### src/hdl/icf_pkg.sv
// constants shared by the interrupt control and flag register block
`default_nettype none
package icf_pkg;
   // register byte offsets on the bus
   localparam logic [11:0] OFS_TRAP_STATUS = 12'h000;
   localparam logic [11:0] OFS_GLOBAL_EDGE = 12'h004;
   localparam logic [11:0] OFS_SOFT_TRAP = 12'h008;
   localparam logic [11:0] OFS_HARD_TRAP = 12'h00c;
   localparam logic [11:0] OFS_FLAGS0 = 12'h010;
   localparam logic [11:0] OFS_FLAGS1 = 12'h014;
   localparam logic [11:0] OFS_ENABLE0 = 12'h018;
   localparam logic [11:0] OFS_ENABLE1 = 12'h01c;
   // widths
   localparam int unsigned REG_W = 16;
   localparam int unsigned NUM_EXT = 5;
   localparam int unsigned NUM_SRC = 32;
   // field positions
   localparam int unsigned BIT_STACK_FAULT = 2;
   localparam int unsigned BIT_OSC_FAIL = 1;
   localparam int unsigned BIT_GIE = 15;
   localparam int unsigned BIT_DISABLE_COUNTDOWN_ACTIVE = 14;
   localparam int unsigned BIT_SOFT_TRAP_ENABLE = 13;
   localparam int unsigned BIT_EDGE_LO = 0;
   localparam int unsigned BIT_USB_ADDR = 6;
   localparam int unsigned BIT_DMA_ADDR = 5;
   localparam int unsigned BIT_LOOP_OVF = 4;
   localparam int unsigned BIT_SOFT_MADE_HARD_TRAP_FLAG = 0;
   // flag positions of external inputs 0 to 2 within the 32 request flags; inputs 3 and 4 have none
   localparam int unsigned FLAG_EXT0 = 0;
   localparam int unsigned FLAG_EXT1 = 20;
   localparam int unsigned FLAG_EXT2 = 29;
   // reset values
   localparam logic RST_GIE = 1'b1;
   localparam logic RST_CTRL = 1'b0;
   localparam logic [4:0] RST_EDGE = 5'h00;
   localparam logic [31:0] RST_FLAGS = 32'h0000_0000;
   localparam logic [31:0] RST_ENABLES = 32'h0000_0000;
   // ahb encodings
   localparam logic [1:0] HTRANS_NONSEQ = 2'h2;
   localparam logic HRESP_OKAY = 1'b0;
endpackage : icf_pkg
`default_nettype wire

### src/hdl/icf_reg_if.sv
// register access carrier between bus slave and register block
`default_nettype none
interface icf_reg_if;
   logic wrStb;
   logic [11:0] addr;
   logic [15:0] wdata;
   logic [15:0] rdata;
   modport bus (output wrStb, output addr, output wdata, input rdata);
   modport regs (input wrStb, input addr, input wdata, output rdata);
endinterface : icf_reg_if
`default_nettype wire

### src/hdl/icf_flag_regs.sv
// interrupt control, trap status and request flag registers behind ahb-lite
`default_nettype none
module icf_flag_regs
   import icf_pkg::*;
(
   // clock and reset
   input wire logic clk,
   input wire logic rst_n,
   // ahb-lite slave
   input wire logic hsel,
   input wire logic [31:0] haddr,
   input wire logic [1:0] htrans,
   input wire logic hwrite,
   input wire logic [2:0] hsize,
   input wire logic [31:0] hwdata,
   input wire logic hready,
   output logic hreadyout,
   output logic hresp,
   output logic [31:0] hrdata,
   // request sources, one-cycle pulses in natural order
   input wire logic [31:0] srcEvt,
   // external interrupt pins
   input wire logic [4:0] extIrqPin,
   // trap events from the core, one-cycle pulses
   input wire logic stackFaultEvt,
   input wire logic oscFailEvt,
   input wire logic usbAddrFaultEvt,
   input wire logic dmaAddrFaultEvt,
   input wire logic loopOverflowEvt,
   input wire logic softHardTrapEvt,
   // core status
   input wire logic disableCountdownActive,
   // requests toward the core
   output logic [31:0] irqPending,
   output logic trapPending,
   output logic [4:0] extEdgeSeen
);
   typedef struct packed {
      logic globalIrqEnable;
      logic softTrapEnable;
      logic [4:0] edgePolarity;
      logic usbAddrFault;
      logic dmaAddrFault;
      logic loopOverflow;
      logic softMadeHardTrap;
      logic stackFault;
      logic oscFailure;
      logic [31:0] flags;
      logic [31:0] enables;
      logic [4:0] syncA;
      logic [4:0] syncB;
      logic [4:0] syncC;
      logic [4:0] extEdge;
      logic [31:0] pending;
      logic trapReq;
   } icf_regs_s;

   icf_regs_s st_reg;
   icf_regs_s st_next;
   icf_reg_if rif ();
   logic wrTrap;
   logic wrGlobal;
   logic wrSoft;
   logic wrHard;
   logic wrFlags0;
   logic wrFlags1;
   logic wrEnable0;
   logic wrEnable1;
   logic [4:0] edgeHit;
   logic [31:0] extSet;
   logic [31:0] flagSet;
   logic [31:0] flagBase;
   logic [31:0] enableBase;

   // true when a write strobe targets the given offset
   function automatic logic hits(input logic stb, input logic [11:0] a,
                                 input logic [11:0] ofs);
      hits = stb && (a == ofs);
   endfunction

   // sticky status bit: a set in the same cycle as a clear wins
   function automatic logic sticky(input logic cur, input logic wr,
                                   input logic wval, input logic set);
      logic base;
      base = wr ? wval : cur;
      sticky = base | set;
   endfunction

   // read-back mux; unmapped offsets and unimplemented bits give zero
   function automatic logic [15:0] readback(input logic [11:0] a,
                                            input icf_regs_s s,
                                            input logic disable_countdown_active);
      logic [15:0] v;
      v = 16'h0000;
      if (a == OFS_TRAP_STATUS) begin
         v[BIT_STACK_FAULT] = s.stackFault;
         v[BIT_OSC_FAIL] = s.oscFailure;
      end else if (a == OFS_GLOBAL_EDGE) begin
         v[BIT_GIE] = s.globalIrqEnable;
         v[BIT_DISABLE_COUNTDOWN_ACTIVE] = disable_countdown_active;
         v[BIT_SOFT_TRAP_ENABLE] = s.softTrapEnable;
         v[BIT_EDGE_LO +: NUM_EXT] = s.edgePolarity;
      end else if (a == OFS_SOFT_TRAP) begin
         v[BIT_USB_ADDR] = s.usbAddrFault;
         v[BIT_DMA_ADDR] = s.dmaAddrFault;
         v[BIT_LOOP_OVF] = s.loopOverflow;
      end else if (a == OFS_HARD_TRAP) begin
         v[BIT_SOFT_MADE_HARD_TRAP_FLAG] = s.softMadeHardTrap;
      end else if (a == OFS_FLAGS0) begin
         v = s.flags[15:0];
      end else if (a == OFS_FLAGS1) begin
         v = s.flags[31:16];
      end else if (a == OFS_ENABLE0) begin
         v = s.enables[15:0];
      end else if (a == OFS_ENABLE1) begin
         v = s.enables[31:16];
      end
      readback = v;
   endfunction

   // bus slave that drives the register strobes
   icf_ahb_slave u_slave (
      .clk(clk),
      .rst_n(rst_n),
      .hsel(hsel),
      .haddr(haddr),
      .htrans(htrans),
      .hwrite(hwrite),
      .hsize(hsize),
      .hwdata(hwdata),
      .hready(hready),
      .hreadyout(hreadyout),
      .hresp(hresp),
      .hrdata(hrdata),
      .rif(rif.bus)
   );

   // read data back to the slave
   assign rif.rdata = readback(rif.addr, st_reg, disableCountdownActive);

   // write decode
   assign wrTrap = hits(rif.wrStb, rif.addr, OFS_TRAP_STATUS);
   assign wrGlobal = hits(rif.wrStb, rif.addr, OFS_GLOBAL_EDGE);
   assign wrSoft = hits(rif.wrStb, rif.addr, OFS_SOFT_TRAP);
   assign wrHard = hits(rif.wrStb, rif.addr, OFS_HARD_TRAP);
   assign wrFlags0 = hits(rif.wrStb, rif.addr, OFS_FLAGS0);
   assign wrFlags1 = hits(rif.wrStb, rif.addr, OFS_FLAGS1);
   assign wrEnable0 = hits(rif.wrStb, rif.addr, OFS_ENABLE0);
   assign wrEnable1 = hits(rif.wrStb, rif.addr, OFS_ENABLE1);

   // edge select per external input on the synchronised level
   always_comb begin
      for (int i = 0; i < NUM_EXT; i++) begin
         if (st_reg.edgePolarity[i]) begin
            edgeHit[i] = ~st_reg.syncB[i] & st_reg.syncC[i];
         end else begin
            edgeHit[i] = st_reg.syncB[i] & ~st_reg.syncC[i];
         end
      end
   end

   // external edges onto their flag positions
   always_comb begin
      extSet = 32'h0000_0000;
      extSet[FLAG_EXT0] = edgeHit[0];
      extSet[FLAG_EXT1] = edgeHit[1];
      extSet[FLAG_EXT2] = edgeHit[2];
   end

   // all set sources of the request flags
   assign flagSet = srcEvt | extSet;

   // software write image of the flag and enable banks
   always_comb begin
      flagBase = st_reg.flags;
      enableBase = st_reg.enables;
      if (wrFlags0) begin
         flagBase[15:0] = rif.wdata;
      end
      if (wrFlags1) begin
         flagBase[31:16] = rif.wdata;
      end
      if (wrEnable0) begin
         enableBase[15:0] = rif.wdata;
      end
      if (wrEnable1) begin
         enableBase[31:16] = rif.wdata;
      end
   end

   // next state of every register
   always_comb begin
      st_next = st_reg;
      // control bits written by software
      if (wrGlobal) begin
         st_next.globalIrqEnable = rif.wdata[BIT_GIE];
         st_next.softTrapEnable = rif.wdata[BIT_SOFT_TRAP_ENABLE];
         st_next.edgePolarity = rif.wdata[BIT_EDGE_LO +: NUM_EXT];
      end
      // trap status bits, set by events, cleared by software
      st_next.stackFault = sticky(st_reg.stackFault, wrTrap,
                                  rif.wdata[BIT_STACK_FAULT], stackFaultEvt);
      st_next.oscFailure = sticky(st_reg.oscFailure, wrTrap,
                                  rif.wdata[BIT_OSC_FAIL], oscFailEvt);
      st_next.usbAddrFault = sticky(st_reg.usbAddrFault, wrSoft,
                                    rif.wdata[BIT_USB_ADDR], usbAddrFaultEvt);
      st_next.dmaAddrFault = sticky(st_reg.dmaAddrFault, wrSoft,
                                    rif.wdata[BIT_DMA_ADDR], dmaAddrFaultEvt);
      st_next.loopOverflow = sticky(st_reg.loopOverflow, wrSoft,
                                    rif.wdata[BIT_LOOP_OVF], loopOverflowEvt);
      st_next.softMadeHardTrap = sticky(st_reg.softMadeHardTrap, wrHard,
                                        rif.wdata[BIT_SOFT_MADE_HARD_TRAP_FLAG], softHardTrapEvt);
      // request flags: a source event beats a software clear
      st_next.flags = flagBase | flagSet;
      st_next.enables = enableBase;
      // pin synchroniser; only the second stage reads the first
      st_next.syncA = extIrqPin;
      st_next.syncB = st_reg.syncA;
      st_next.syncC = st_reg.syncB;
      st_next.extEdge = edgeHit;
      // requests to the core
      st_next.pending = st_reg.globalIrqEnable ?
                        (st_reg.flags & st_reg.enables) : 32'h0000_0000;
      st_next.trapReq = st_reg.stackFault | st_reg.oscFailure |
                        st_reg.softMadeHardTrap |
                        (st_reg.softTrapEnable &
                         (st_reg.usbAddrFault | st_reg.dmaAddrFault |
                          st_reg.loopOverflow));
   end

   // state register
   always_ff @(posedge clk or negedge rst_n) begin
      if (!rst_n) begin
         st_reg.globalIrqEnable <= RST_GIE;
         st_reg.softTrapEnable <= RST_CTRL;
         st_reg.edgePolarity <= RST_EDGE;
         st_reg.usbAddrFault <= RST_CTRL;
         st_reg.dmaAddrFault <= RST_CTRL;
         st_reg.loopOverflow <= RST_CTRL;
         st_reg.softMadeHardTrap <= RST_CTRL;
         st_reg.stackFault <= RST_CTRL;
         st_reg.oscFailure <= RST_CTRL;
         st_reg.flags <= RST_FLAGS;
         st_reg.enables <= RST_ENABLES;
         st_reg.syncA <= RST_EDGE;
         st_reg.syncB <= RST_EDGE;
         st_reg.syncC <= RST_EDGE;
         st_reg.extEdge <= RST_EDGE;
         st_reg.pending <= RST_FLAGS;
         st_reg.trapReq <= RST_CTRL;
      end else begin
         st_reg <= st_next;
      end
   end

   // outputs come straight from flip-flops
   assign irqPending = st_reg.pending;
   assign trapPending = st_reg.trapReq;
   assign extEdgeSeen = st_reg.extEdge;
endmodule : icf_flag_regs
`default_nettype wire

### src/hdl/icf_ahb_slave.sv
// ahb-lite slave that turns bus transfers into register strobes
`default_nettype none
module icf_ahb_slave
   import icf_pkg::*;
(
   // clock and reset
   input wire logic clk,
   input wire logic rst_n,
   // ahb-lite slave side
   input wire logic hsel,
   input wire logic [31:0] haddr,
   input wire logic [1:0] htrans,
   input wire logic hwrite,
   input wire logic [2:0] hsize,
   input wire logic [31:0] hwdata,
   input wire logic hready,
   output logic hreadyout,
   output logic hresp,
   output logic [31:0] hrdata,
   // register side
   icf_reg_if.bus rif
);
   typedef enum logic [3:0] {
      ICF_IDLE = 4'h1,
      ICF_WDATA = 4'h2,
      ICF_RWAIT = 4'h4,
      ICF_RDONE = 4'h8
   } icf_bus_e;

   typedef struct packed {
      icf_bus_e phase;
      logic [11:0] addr;
      logic [31:0] rdata;
   } icf_bus_s;

   icf_bus_s st_reg;
   icf_bus_s st_next;
   logic take;

   // a new address phase is accepted whenever the bus is ready
   assign take = hsel & htrans[1] & hready;

   // next state of the slave
   always_comb begin
      st_next = st_reg;
      case (st_reg.phase)
         ICF_RWAIT: begin
            st_next.rdata = {16'h0000, rif.rdata}; // upper half reads zero
            st_next.phase = ICF_RDONE;
         end
         default: begin
            st_next.phase = ICF_IDLE;
            if (take) begin
               st_next.addr = haddr[11:0];
               st_next.phase = hwrite ? ICF_WDATA : ICF_RWAIT;
            end
         end
      endcase
   end

   // state register
   always_ff @(posedge clk or negedge rst_n) begin
      if (!rst_n) begin
         st_reg <= '{phase: ICF_IDLE, addr: 12'h000, rdata: 32'h0000_0000};
      end else begin
         st_reg <= st_next;
      end
   end

   // strobes toward the register block and bus answers
   assign rif.wrStb = (st_reg.phase == ICF_WDATA);
   assign rif.addr = st_reg.addr;
   assign rif.wdata = hwdata[15:0];
   assign hreadyout = (st_reg.phase != ICF_RWAIT); // one wait state on reads
   assign hresp = HRESP_OKAY;
   assign hrdata = st_reg.rdata;
endmodule : icf_ahb_slave
`default_nettype wire

### config.mk
export PLATFORM = sky130hd
export DESIGN_NAME = icf_flag_regs
export DESIGN_NICKNAME = d
export VERILOG_FILES = /design/src/hdl/icf_pkg.sv /design/src/hdl/icf_reg_if.sv /design/src/hdl/icf_flag_regs.sv /design/src/hdl/icf_ahb_slave.sv
export SDC_FILE = /design/constraint.sdc
export NUM_CORES = 1
export LEC_CHECK = 0
export BUFFER_PORTS_ARGS = -buffer_cell sky130_fd_sc_hd__buf_2
export CAP_MARGIN = 20
export CORE_ASPECT_RATIO = 0.6
export CORE_MARGIN = 3
export CORE_UTILIZATION = 36
export CTS_BUF_LIST = sky130_fd_sc_hd__clkbuf_16
export DETAILED_ROUTE_END_ITERATION = 8
export GPL_TIMING_DRIVEN = 1
export HOLD_SLACK_MARGIN = 0.06
export PLACE_DENSITY_LB_ADDON = 0.1
export SLEW_MARGIN = 20
export SYNTH_ARGS = -nofsm -noshare
export SYNTH_HDL_FRONTEND = slang
export SYNTH_HIERARCHICAL = 1
export SYNTH_SLANG_ARGS = --single-unit
### constraint.sdc
create_clock -name clk -period 3 [get_ports clk]
set_input_delay 0.6 -clock clk [delete_from_list [all_inputs] [get_ports clk]]
set_output_delay 0.6 -clock clk [all_outputs]
set_load 0.02 [all_outputs]
==> run_results.csv, run 1 <==
group,metric,value,unit
grt,grt_pass1_wl,28.8,mm
synth,yosysTopAreaCell,"dfrtp_1",
run_status,status,"complete, no violations",
route,drc_errors,0,
floorplanning,die-width,192,um
timing,setup_viol,0,
clock_network,cts_max_level,4,
clock_network,clock-sinks,162,
synth,synth.avg_cell_area,13.1,um2
timing,period_share,81.3,%
clock_network,cts_tree,"done",
critical_path,worst_setup_path_start_kind,"register",
placement,pre_cts_slack,593,ps
clock_network,root_buffer,"clkbuf_16",
critical_path,required,3310,ps
clock_network,clk_pin_slew,70,ps
job,cap_violations,0,
synth,synth.most_common_cell,"dfrtp_1",
timing,tightestPinTransition,607,ps
timing,rsz0062_at_grt,"no",
placement,portBuffers,132,
floorplanning,fp-row-count,40,
synth,synth_common_cells,"dfrtp_1 (160), buf_4 (98), mux2_2 (50)",
synth,synth_top_area_share,53.4,%
clock_network,cts-hold-fix-buffers,0,
synth,synthSimpleGateAreaFrac,11.8,%
clock_network,cts_setup_buffers,0,
synth,yosysUniqueCellTypes,45,
grt,grt_overflow,0,
layout,nets,752,
layout,diodes,0,
synth,yosys_most_used_dff,"dfrtp_1",
route,viasPerCell,4.86,
route,dr.pass1.iters,4,
pwr,ir_worst_vdd,0.369,mV
synth,synth_xor_area_share,0,%
synth,syn-cell-area,7500,um2
timing,period_minus_slack,2440,ps
synth,synthCells,573,
synth,yosys-top-cells-area,"dfrtp_1 (53%), buf_4 (9.8%), mux2_2 (7.5%)",
synth,yosysWarnings,6,
critical_path,critPathTopFamily,"simple AND/OR/NAND/NOR gates",
grt,grt_pass1_vias,4854,
route,postRouteAntennaNets,0,
timing,tns,0,ps
route,num_vias,4467,
synth,synth_compound_area_share,5.61,%
floorplanning,initial_core_util,37.1,%
route,drtIter0Drc,290,
clock_network,cts_buffers,17,
layout,register_area,4060,um2
layout,syn2layout_area_growth,13.1,%
route,wirelength,18.5,mm
floorplanning,die_h,118,um
timing,timing.final.ws_setup,560,ps
timing,slew_viol_final,0,
clock_network,clkLatencyLatePin,430,ps
timing,max_freq,410,MHz
critical_path,crit_buf_inv,2,
clock_network,cts_buffer_depth,2,
floorplanning,core,20200,um2
synth,synthMuxAreaShare,16.8,%
synth,synth_edf_count,0,
synth,ys_ff_latch,162,
critical_path,slowest_delay,640,ps
timing,worst_clock_skew,12.2,ps
placement,place_congestion,0.770,
timing,relSlewSlack,59.5,%
placement,hpwl,12.7,mm
layout,multi_input_area,2640,um2
pwr,p_leak,3.93,nW
route,wl_per_cell,20.1,um
synth,ys_seq_area_share,54.1,%
layout,largest_reg_flops,82,
critical_path,cp_slowest_cell,"or3_1",
layout,num-fill-cells,1948,
synth,synth_fa_ha_area_share,0,%
timing,final_hold_viol_count,0,
synth,async_flop_share,100,%
clock_network,post_cts_resized,0,
critical_path,critical_path.max_fanout,11,
grt,grtUsageTotal,17.1,%
floorplanning,io_pins,190,
floorplanning,dieArea,22700,um2
pwr,power_density,585,nW/um2
critical_path,end_kind,"register",
layout,drive_gt1_share,43.0,%
critical_path,worstPathArrival,2750,ps
grt,grt_max_degree,66,
grt,antenna_found_initial,0,
critical_path,crit_type,"reg2reg",
hold_path,hp-class,"in2async",
synth,synth_top_family_by_area,"multiplexers",
critical_path,crit_chain,"nor4b_1 -> buf_4 -> nand2_1 -> or3_1 -> buf_12 -> mux2_4",
==> final timing paths <==
check / depth (start not counted) / from / endpoint / slack, ps
max: 6 / u_slave/st_reg[44]$_DFF_PN1_ / st_reg[77]$_DFFE_PN0P_ / 560
min: 1 / rst_n / u_slave/st_reg[47]$_DFF_PN0_ / 130
max reg2reg: 6 / u_slave/st_reg[44]$_DFF_PN1_ / st_reg[77]$_DFFE_PN0P_ / 560
min reg2reg: 0 / st_next[46]$_DFF_PN0_ / st_next[41]$_DFF_PN0_ / 350
max in group asynchronous: 2 / rst_n / st_reg[129]$_DFFE_PN1P_ / 2100
min in group clk: 1 / extIrqPin[0] / st_next[43]$_DFF_PN0_ / 270
==> report_power, final <==
group	switching, mW	leakage, nW	total [mW]	internal, mW
clock	0.967	0.281	2.13	1.17
sequential	0.0875	1.91	2.34	2.25
combinational	0.254	1.74	0.486	0.232
total	1.31	3.93	4.96	3.65
==> layer usage <==
layer  global-route usage, %  wire (um)  share of wire (%)  up-vias
li1                        -          -                  -     2038
met1                    25.5       9300                 50     2304
met2                    24.8       8150                 44      110
met3                    3.84        865                4.7       15
met4                    4.82        189                1.0        0
met5                       0          0                  0        -
==> metrics by stage <==
stage	std cells	util, %	instance area [um2]	total power, mW	hold WS, ps
after global placement	888	39.1	7910	2.87	336
after floorplan	589	-	7560	2.73	304
after global routing	920	41.9	8480	5.17	152
after detailed placement	888	39.1	7910	2.88	336
after CTS	920	41.9	8480	5.04	141
final	920	41.9	8480	4.96	132
==> layout by cell type (no fill, tap or decap), drive strengths merged, types with 3 or more instances in the layout <==
master,netlist,routed
a211o,31,31
a21oi,4,4
a32oi,4,4
and3,40,40
and4,3,3
buf,112,151
clkbuf,13,17
clkinv,0,6
conb,1,17
dfrtp,160,160
inv,2,9
mux2,69,69
mux2i,7,7
mux4,15,15
nand2,12,12
nand2b,8,8
nand3b,7,7
nor2,16,16
nor2b,33,33
nor3,6,6
o21ai,5,5
o31a,3,3
==> final cells by class <==
cell class / count / area share (%)
Clock buffer: 17 / 5.02
Multi-Input combinational cell: 300 / 31.1
Inverter: 2 / 0.0885
Tap cell: 273 / 4.03
Timing Repair Buffer: 151 / 10.1
Clock inverter: 15 / 1.73
Sequential cell: 162 / 47.9
==> cells by family after synthesis <==
group                  Yosys count
AOI/OAI and AO/OA               53
buffers and inverters          127
DFF                            162
muxes                           91
other                            1
and+or+nand+nor                139
==> worst register-to-register path, delay by kind of cell (launching register included) <==
| family | cells | cell delay, ps |
|---|---|---|
| simple gates | 3 | 1150 |
| flops | 1 | 380 |
| mux | 1 | 310 |
| buf+inv | 2 | 480 |
Note: power is estimated with default switching activity, not from simulation.
==> run 2, diff against run 1 <==
==> constraint.sdc (replaced) <==
create_clock -name clk -period 2.24 [get_ports clk]
set_input_delay 0.448 -clock clk [delete_from_list [all_inputs] [get_ports clk]]
set_output_delay 0.448 -clock clk [all_outputs]
set_load 0.02 [all_outputs]
==> run_results.csv, run 2 (synthesized netlist as in run 1, its figures left out) <==
group,metric,value,unit
clock_network,cts_max_level,4,
route,postRouteAntennaNets,0,
clock_network,cts_buffer_depth,2,
pwr,power,6.67,mW
route,drtIter0Drc,182,
critical_path,cp_slowest_cell,"dfstp_2",
floorplanning,io_pins,190,
clock_network,cts_buffers,17,
timing,max_freq,485,MHz
clock_network,post_cts_resized,0,
route,viasPerCell,4.80,
timing,period_minus_slack,2060,ps
layout,syn2layout_area_growth,15.0,%
critical_path,r2r-start,"u_slave/st_reg[44]$_DFF_PN1_",
critical_path,end_kind,"register",
critical_path,r2r_cells,7,
timing,setup_viol,0,
timing,worst_clock_skew,11.7,ps
timing,holdWs,125,ps
timing,tightestPinTransition,552,ps
clock_network,cts_tree,"done",
run_status,status,"complete, no violations",
critical_path,worst_setup_path_start_kind,"register",
pwr,ir_worst_vdd,0.520,mV
hold_path,hp-class,"in2reg",
critical_path,worst_path_most_repeated_cell,"buf_4",
clock_network,root_buffer,"clkbuf_16",
layout,final_cell_mix,"dfrtp_1 (158), buf_2 (131), mux2_2 (50)",
placement,place_congestion,0.768,
hold_path,whs_endpoint,"st_next[47]$_DFF_PN0_",
placement,pre_cts_slack,166,ps
grt,grt_overflow,0,
timing,timing.final.ws_setup,176,ps
route,num_vias,4491,
critical_path,worstPathArrival,2380,ps
floorplanning,die-width,192,um
timing,period_share,92.1,%
placement,hpwl,13.2,mm
layout,nets,767,
grt,antenna_found_initial,0,
timing,slew_viol_final,0,
floorplanning,die_h,118,um
route,dr.pass1.iters,4,
critical_path,slowest_delay,380,ps
layout,drive_gt1_share,44.0,%
clock_network,clk_pin_slew,60,ps
route,wl_per_cell,19.9,um
critical_path,r2r_setup_slack,180,ps
route,drc_errors,0,
clock_network,clkLatencyLatePin,430,ps
timing,final_hold_viol_count,0,
pwr,power_density,773,nW/um2
critical_path,crit_chain,"nor4b_2 -> buf_4 -> nor2b_1 -> nand4_1 -> buf_4 -> o31a_1 -> a211o_1",
grt,grt_max_degree,55,
floorplanning,initial_core_util,37.1,%
timing,relSlewSlack,63.2,%
critical_path,timing.rr.end,"st_reg[118]$_DFF_PN0_",
critical_path,crit_type,"reg2reg",
pwr,p_leak,3.99,nW
grt,grt_pass1_vias,4832,
layout,diodes,0,
timing,tns,0,ps
job,cap_violations,0,
route,wirelength,18.6,mm
hold_path,hp-start,"extIrqPin[4]",
placement,portBuffers,132,
floorplanning,dieArea,22700,um2
critical_path,critical_path.max_fanout,6,
layout,final_common_cell,"dfrtp_1",
critical_path,required,2550,ps
floorplanning,core,20200,um2
hold_path,hold_depth,1,
grt,grtUsageTotal,17.1,%
floorplanning,fp-row-count,40,
clock_network,clock-sinks,162,
timing,rsz0062_at_grt,"no",
layout,largest_reg_flops,82,
grt,grt_pass1_wl,28.8,mm
==> run 2: metal layers <==
metal | part of all wire, % | up-vias | GRT usage [%] | wire [um]
li1 | - | 2079 | - | -
met1 | 51 | 2319 | 25.9 | 9560
met2 | 44 | 87 | 24.2 | 8230
met3 | 4.1 | 6 | 4.32 | 764
met4 | 0.41 | 0 | 4.91 | 77
met5 | 0 | - | 0 | 0
==> run 2: worst max path at each step <==
stage | startpoint | to | cells after the start
2_1_floorplan | u_slave/rif.addr[3]$_DFFE_PN0P_ | u_slave/hrdata[13]$_DFFE_PN0N_ | 7
3_3_place_gp | u_slave/st_reg[44]$_DFF_PN1_ | st_reg[118]$_DFF_PN0_ | 7
3_5_place_dp | u_slave/st_reg[44]$_DFF_PN1_ | st_reg[125]$_DFFE_PN0P_ | 7
4_1_cts | u_slave/st_reg[44]$_DFF_PN1_ | st_reg[125]$_DFFE_PN0P_ | 7
5_1_grt | u_slave/st_reg[44]$_DFF_PN1_ | st_reg[126]$_DFFE_PN0P_ | 7
6_report | u_slave/st_reg[44]$_DFF_PN1_ | st_reg[118]$_DFF_PN0_ | 7
==> run 2: report_power, final <==
part	leakage, nW	total (mW)	internal [mW]	switching [mW]
clock network	0.268	2.84	1.63	1.21
logic	1.82	0.697	0.338	0.360
registers	1.91	3.13	3.02	0.110
==> run 2: per-stage QoR <==
step           std cells  utilization, %  cell area (um2)
5_1_grt              935            42.6             8620
3_3_place_gp         902            39.8             8050
3_5_place_dp         902            39.8             8050
4_1_cts              935            42.6             8620
6_report             935            42.6             8620
2_1_floorplan        589               -             7570
==> run 2: area by class of cell <==
cell class | instances | area (um2)
fill | 1907 | 11600
clock buffer | 17 | 425
timing repair buffer | 166 | 1000
tap | 273 | 342
inverter | 2 | 7.51
multi-input combinational | 300 | 2650
sequential | 162 | 4060
clock inverter | 15 | 143
==> run 2: what timing repair did <==
item | in CTS | in global routing
hold buffers | 1 | 0
endpoints found under the hold margin | 42 | 0
buffers inserted | 0 | 0
==> run 2: critical path: cells and delay by family, from the launching register on <==
family / cells / cell delay, ps
flip-flops: 1 / 380
AND/OR/NAND/NOR: 3 / 640
buffers and inverters: 2 / 430
AO/OA/AOI/OAI: 2 / 500
==> run 3, diff against run 2 <==
--- a/config.mk
+++ b/config.mk
@@ -12,6 +12,7 @@
 export CORE_UTILIZATION = 36
 export CTS_BUF_LIST = sky130_fd_sc_hd__clkbuf_16
 export DETAILED_ROUTE_END_ITERATION = 8
+export GPL_ROUTABILITY_DRIVEN = 0
 export GPL_TIMING_DRIVEN = 1
 export HOLD_SLACK_MARGIN = 0.06
 export PLACE_DENSITY_LB_ADDON = 0.1
==> constraint.sdc (replaced) <==
create_clock -name clk -period 2.27 [get_ports clk]
set_input_delay 0.454 -clock clk [delete_from_list [all_inputs] [get_ports clk]]
set_output_delay 0.454 -clock clk [all_outputs]
set_load 0.02 [all_outputs]
==> run_results.csv, run 3 (synthesized netlist as in run 1, its figures left out) <==
group,metric,value,unit
run_status,status,"complete, no violations",
timing,worst_clock_skew,8.51,ps
clock_network,root_buffer,"clkbuf_16",
clock_network,clk_pin_slew,60,ps
layout,drive_gt1_share,43.9,%
timing,setup_viol,0,
layout,diodes,0,
hold_path,hp-class,"in2reg",
clock_network,clkLatencyLatePin,420,ps
critical_path,crit_chain,"nor4b_2 -> buf_4 -> nor2b_1 -> nand4_1 -> buf_4 -> o31a_1 -> a211o_1",
route,drc_errors,0,
layout,final_common_cell,"dfrtp_1",
grt,grt_use_met2,24.3,%
route,wl_per_cell,20.0,um
clock_network,clock-sinks,162,
grt,grt_overflow,0,
timing,slew_viol_final,0,
critical_path,critPathTopFamily,"simple AND/OR/NAND/NOR gates",
route,wirelength,18.7,mm
layout,largest_reg_flops,82,
critical_path,worstPathArrival,2430,ps
floorplanning,fp-row-count,40,
placement,hpwl,13.2,mm
critical_path,crit_type,"reg2reg",
floorplanning,io_pins,190,
clock_network,post_cts_resized,0,
placement,dp.cells,901,
floorplanning,die_h,118,um
grt,grt_pass1_wl,28.9,mm
clock_network,cts_buffers,17,
route,drtIter0Drc,181,
critical_path,crit_buf_inv,2,
route,viasPerCell,4.89,
timing,tightestPinTransition,530,ps
layout,final_cell_mix,"dfrtp_1 (158), buf_2 (131), mux2_2 (50)",
layout,syn2layout_area_growth,14.7,%
job,cap_violations,0,
placement,portBuffers,132,
floorplanning,core,20200,um2
critical_path,slowest_delay,380,ps
grt,gr-usage-met1,26.1,%
route,postRouteAntennaNets,0,
floorplanning,die-width,192,um
grt,grt-busiest-layer,"met1",
pwr,p_leak,3.97,nW
critical_path,end_kind,"register",
grt,grtUsageTotal,17.0,%
floorplanning,initial_core_util,37.1,%
critical_path,critical_path.max_fanout,6,
critical_path,worst_setup_path_start_kind,"register",
grt,antenna_found_initial,0,
floorplanning,dieArea,22700,um2
critical_path,required,2580,ps
clock_network,cts_max_level,4,
timing,period_share,93.5,%
critical_path,worst_path_most_repeated_cell,"buf_4",
clock_network,cts_tree,"done",
timing,max_freq,471,MHz
route,num_vias,4563,
clock_network,cts_buffer_depth,2,
grt,grt_pass1_vias,4870,
timing,tns,0,ps
clock_network,cts_setup_buffers,0,
pwr,power_density,762,nW/um2
layout,final_cells,934,
timing,period_minus_slack,2120,ps
layout,nets,766,
grt,grt_use_met3,4.35,%
grt,grt_max_degree,47,
timing,relSlewSlack,64.7,%
route,dr.pass1.iters,4,
timing,final_hold_viol_count,0,
timing,rsz0062_at_grt,"no",
pwr,ir_worst_vdd,0.482,mV
critical_path,cp_slowest_cell,"dfstp_2",
run 3: power breakdown:
part	switching [mW]	internal, mW
clock	1.18	1.61
combinational	0.352	0.330
sequential	0.107	2.98
total	1.64	4.92
run 3: through the flow:
stage	utilization, %	setup slack (ps)	total power [mW]	instance area (um2)	hold slack (ps)
3_3_place_gp	39.7	176	3.82	8030	333
2_1_floorplan	-	110	3.61	7570	158
5_1_grt	42.6	35.8	6.85	8610	115
3_5_place_dp	39.7	180	3.83	8030	335
4_1_cts	42.6	164	6.67	8610	110
6_report	42.6	147	6.56	8610	137
run 3: timing repair:
item / 4_1_cts / 5_1_grt
hold endpoints to repair: 28 / 0
hold buffers: 1 / 0
setup endpoints to repair: 0 / 0
run 3: area by class of cell:
type / instances / area [um2]
Tap cell: 273 / 342
Clock inverter: 15 / 145
Sequential cell: 162 / 4060
Multi-Input combinational cell: 300 / 2650
Fill cell: 1935 / 11600
Timing Repair Buffer: 165 / 980
Clock buffer: 17 / 425
Inverter: 2 / 7.51
run 3: path summary, 6_finish.rpt:
check | slack, ps | depth (start not counted) | startpoint | to
min | 140 | 1 | extIrqPin[2] | st_next[45]$_DFF_PN0_
min reg2reg | 350 | 0 | st_next[43]$_DFF_PN0_ | st_next[38]$_DFF_PN0_
max | 150 | 7 | u_slave/st_reg[44]$_DFF_PN1_ | st_reg[117]$_DFF_PN0_
max in group asynchronous | 1110 | 3 | rst_n | u_slave/st_reg[44]$_DFF_PN1_
max reg2reg | 150 | 7 | u_slave/st_reg[44]$_DFF_PN1_ | st_reg[117]$_DFF_PN0_
min in group asynchronous | 500 | 2 | rst_n | u_slave/rif.addr[0]$_DFFE_PN0P_
run 3: metal layers:
metal | vias to the layer above | share of wire [%]
met2 | 108 | 43
met5 | - | 0
met1 | 2391 | 51
li1 | 2057 | -
met3 | 7 | 5.8
met4 | 0 | 0.56
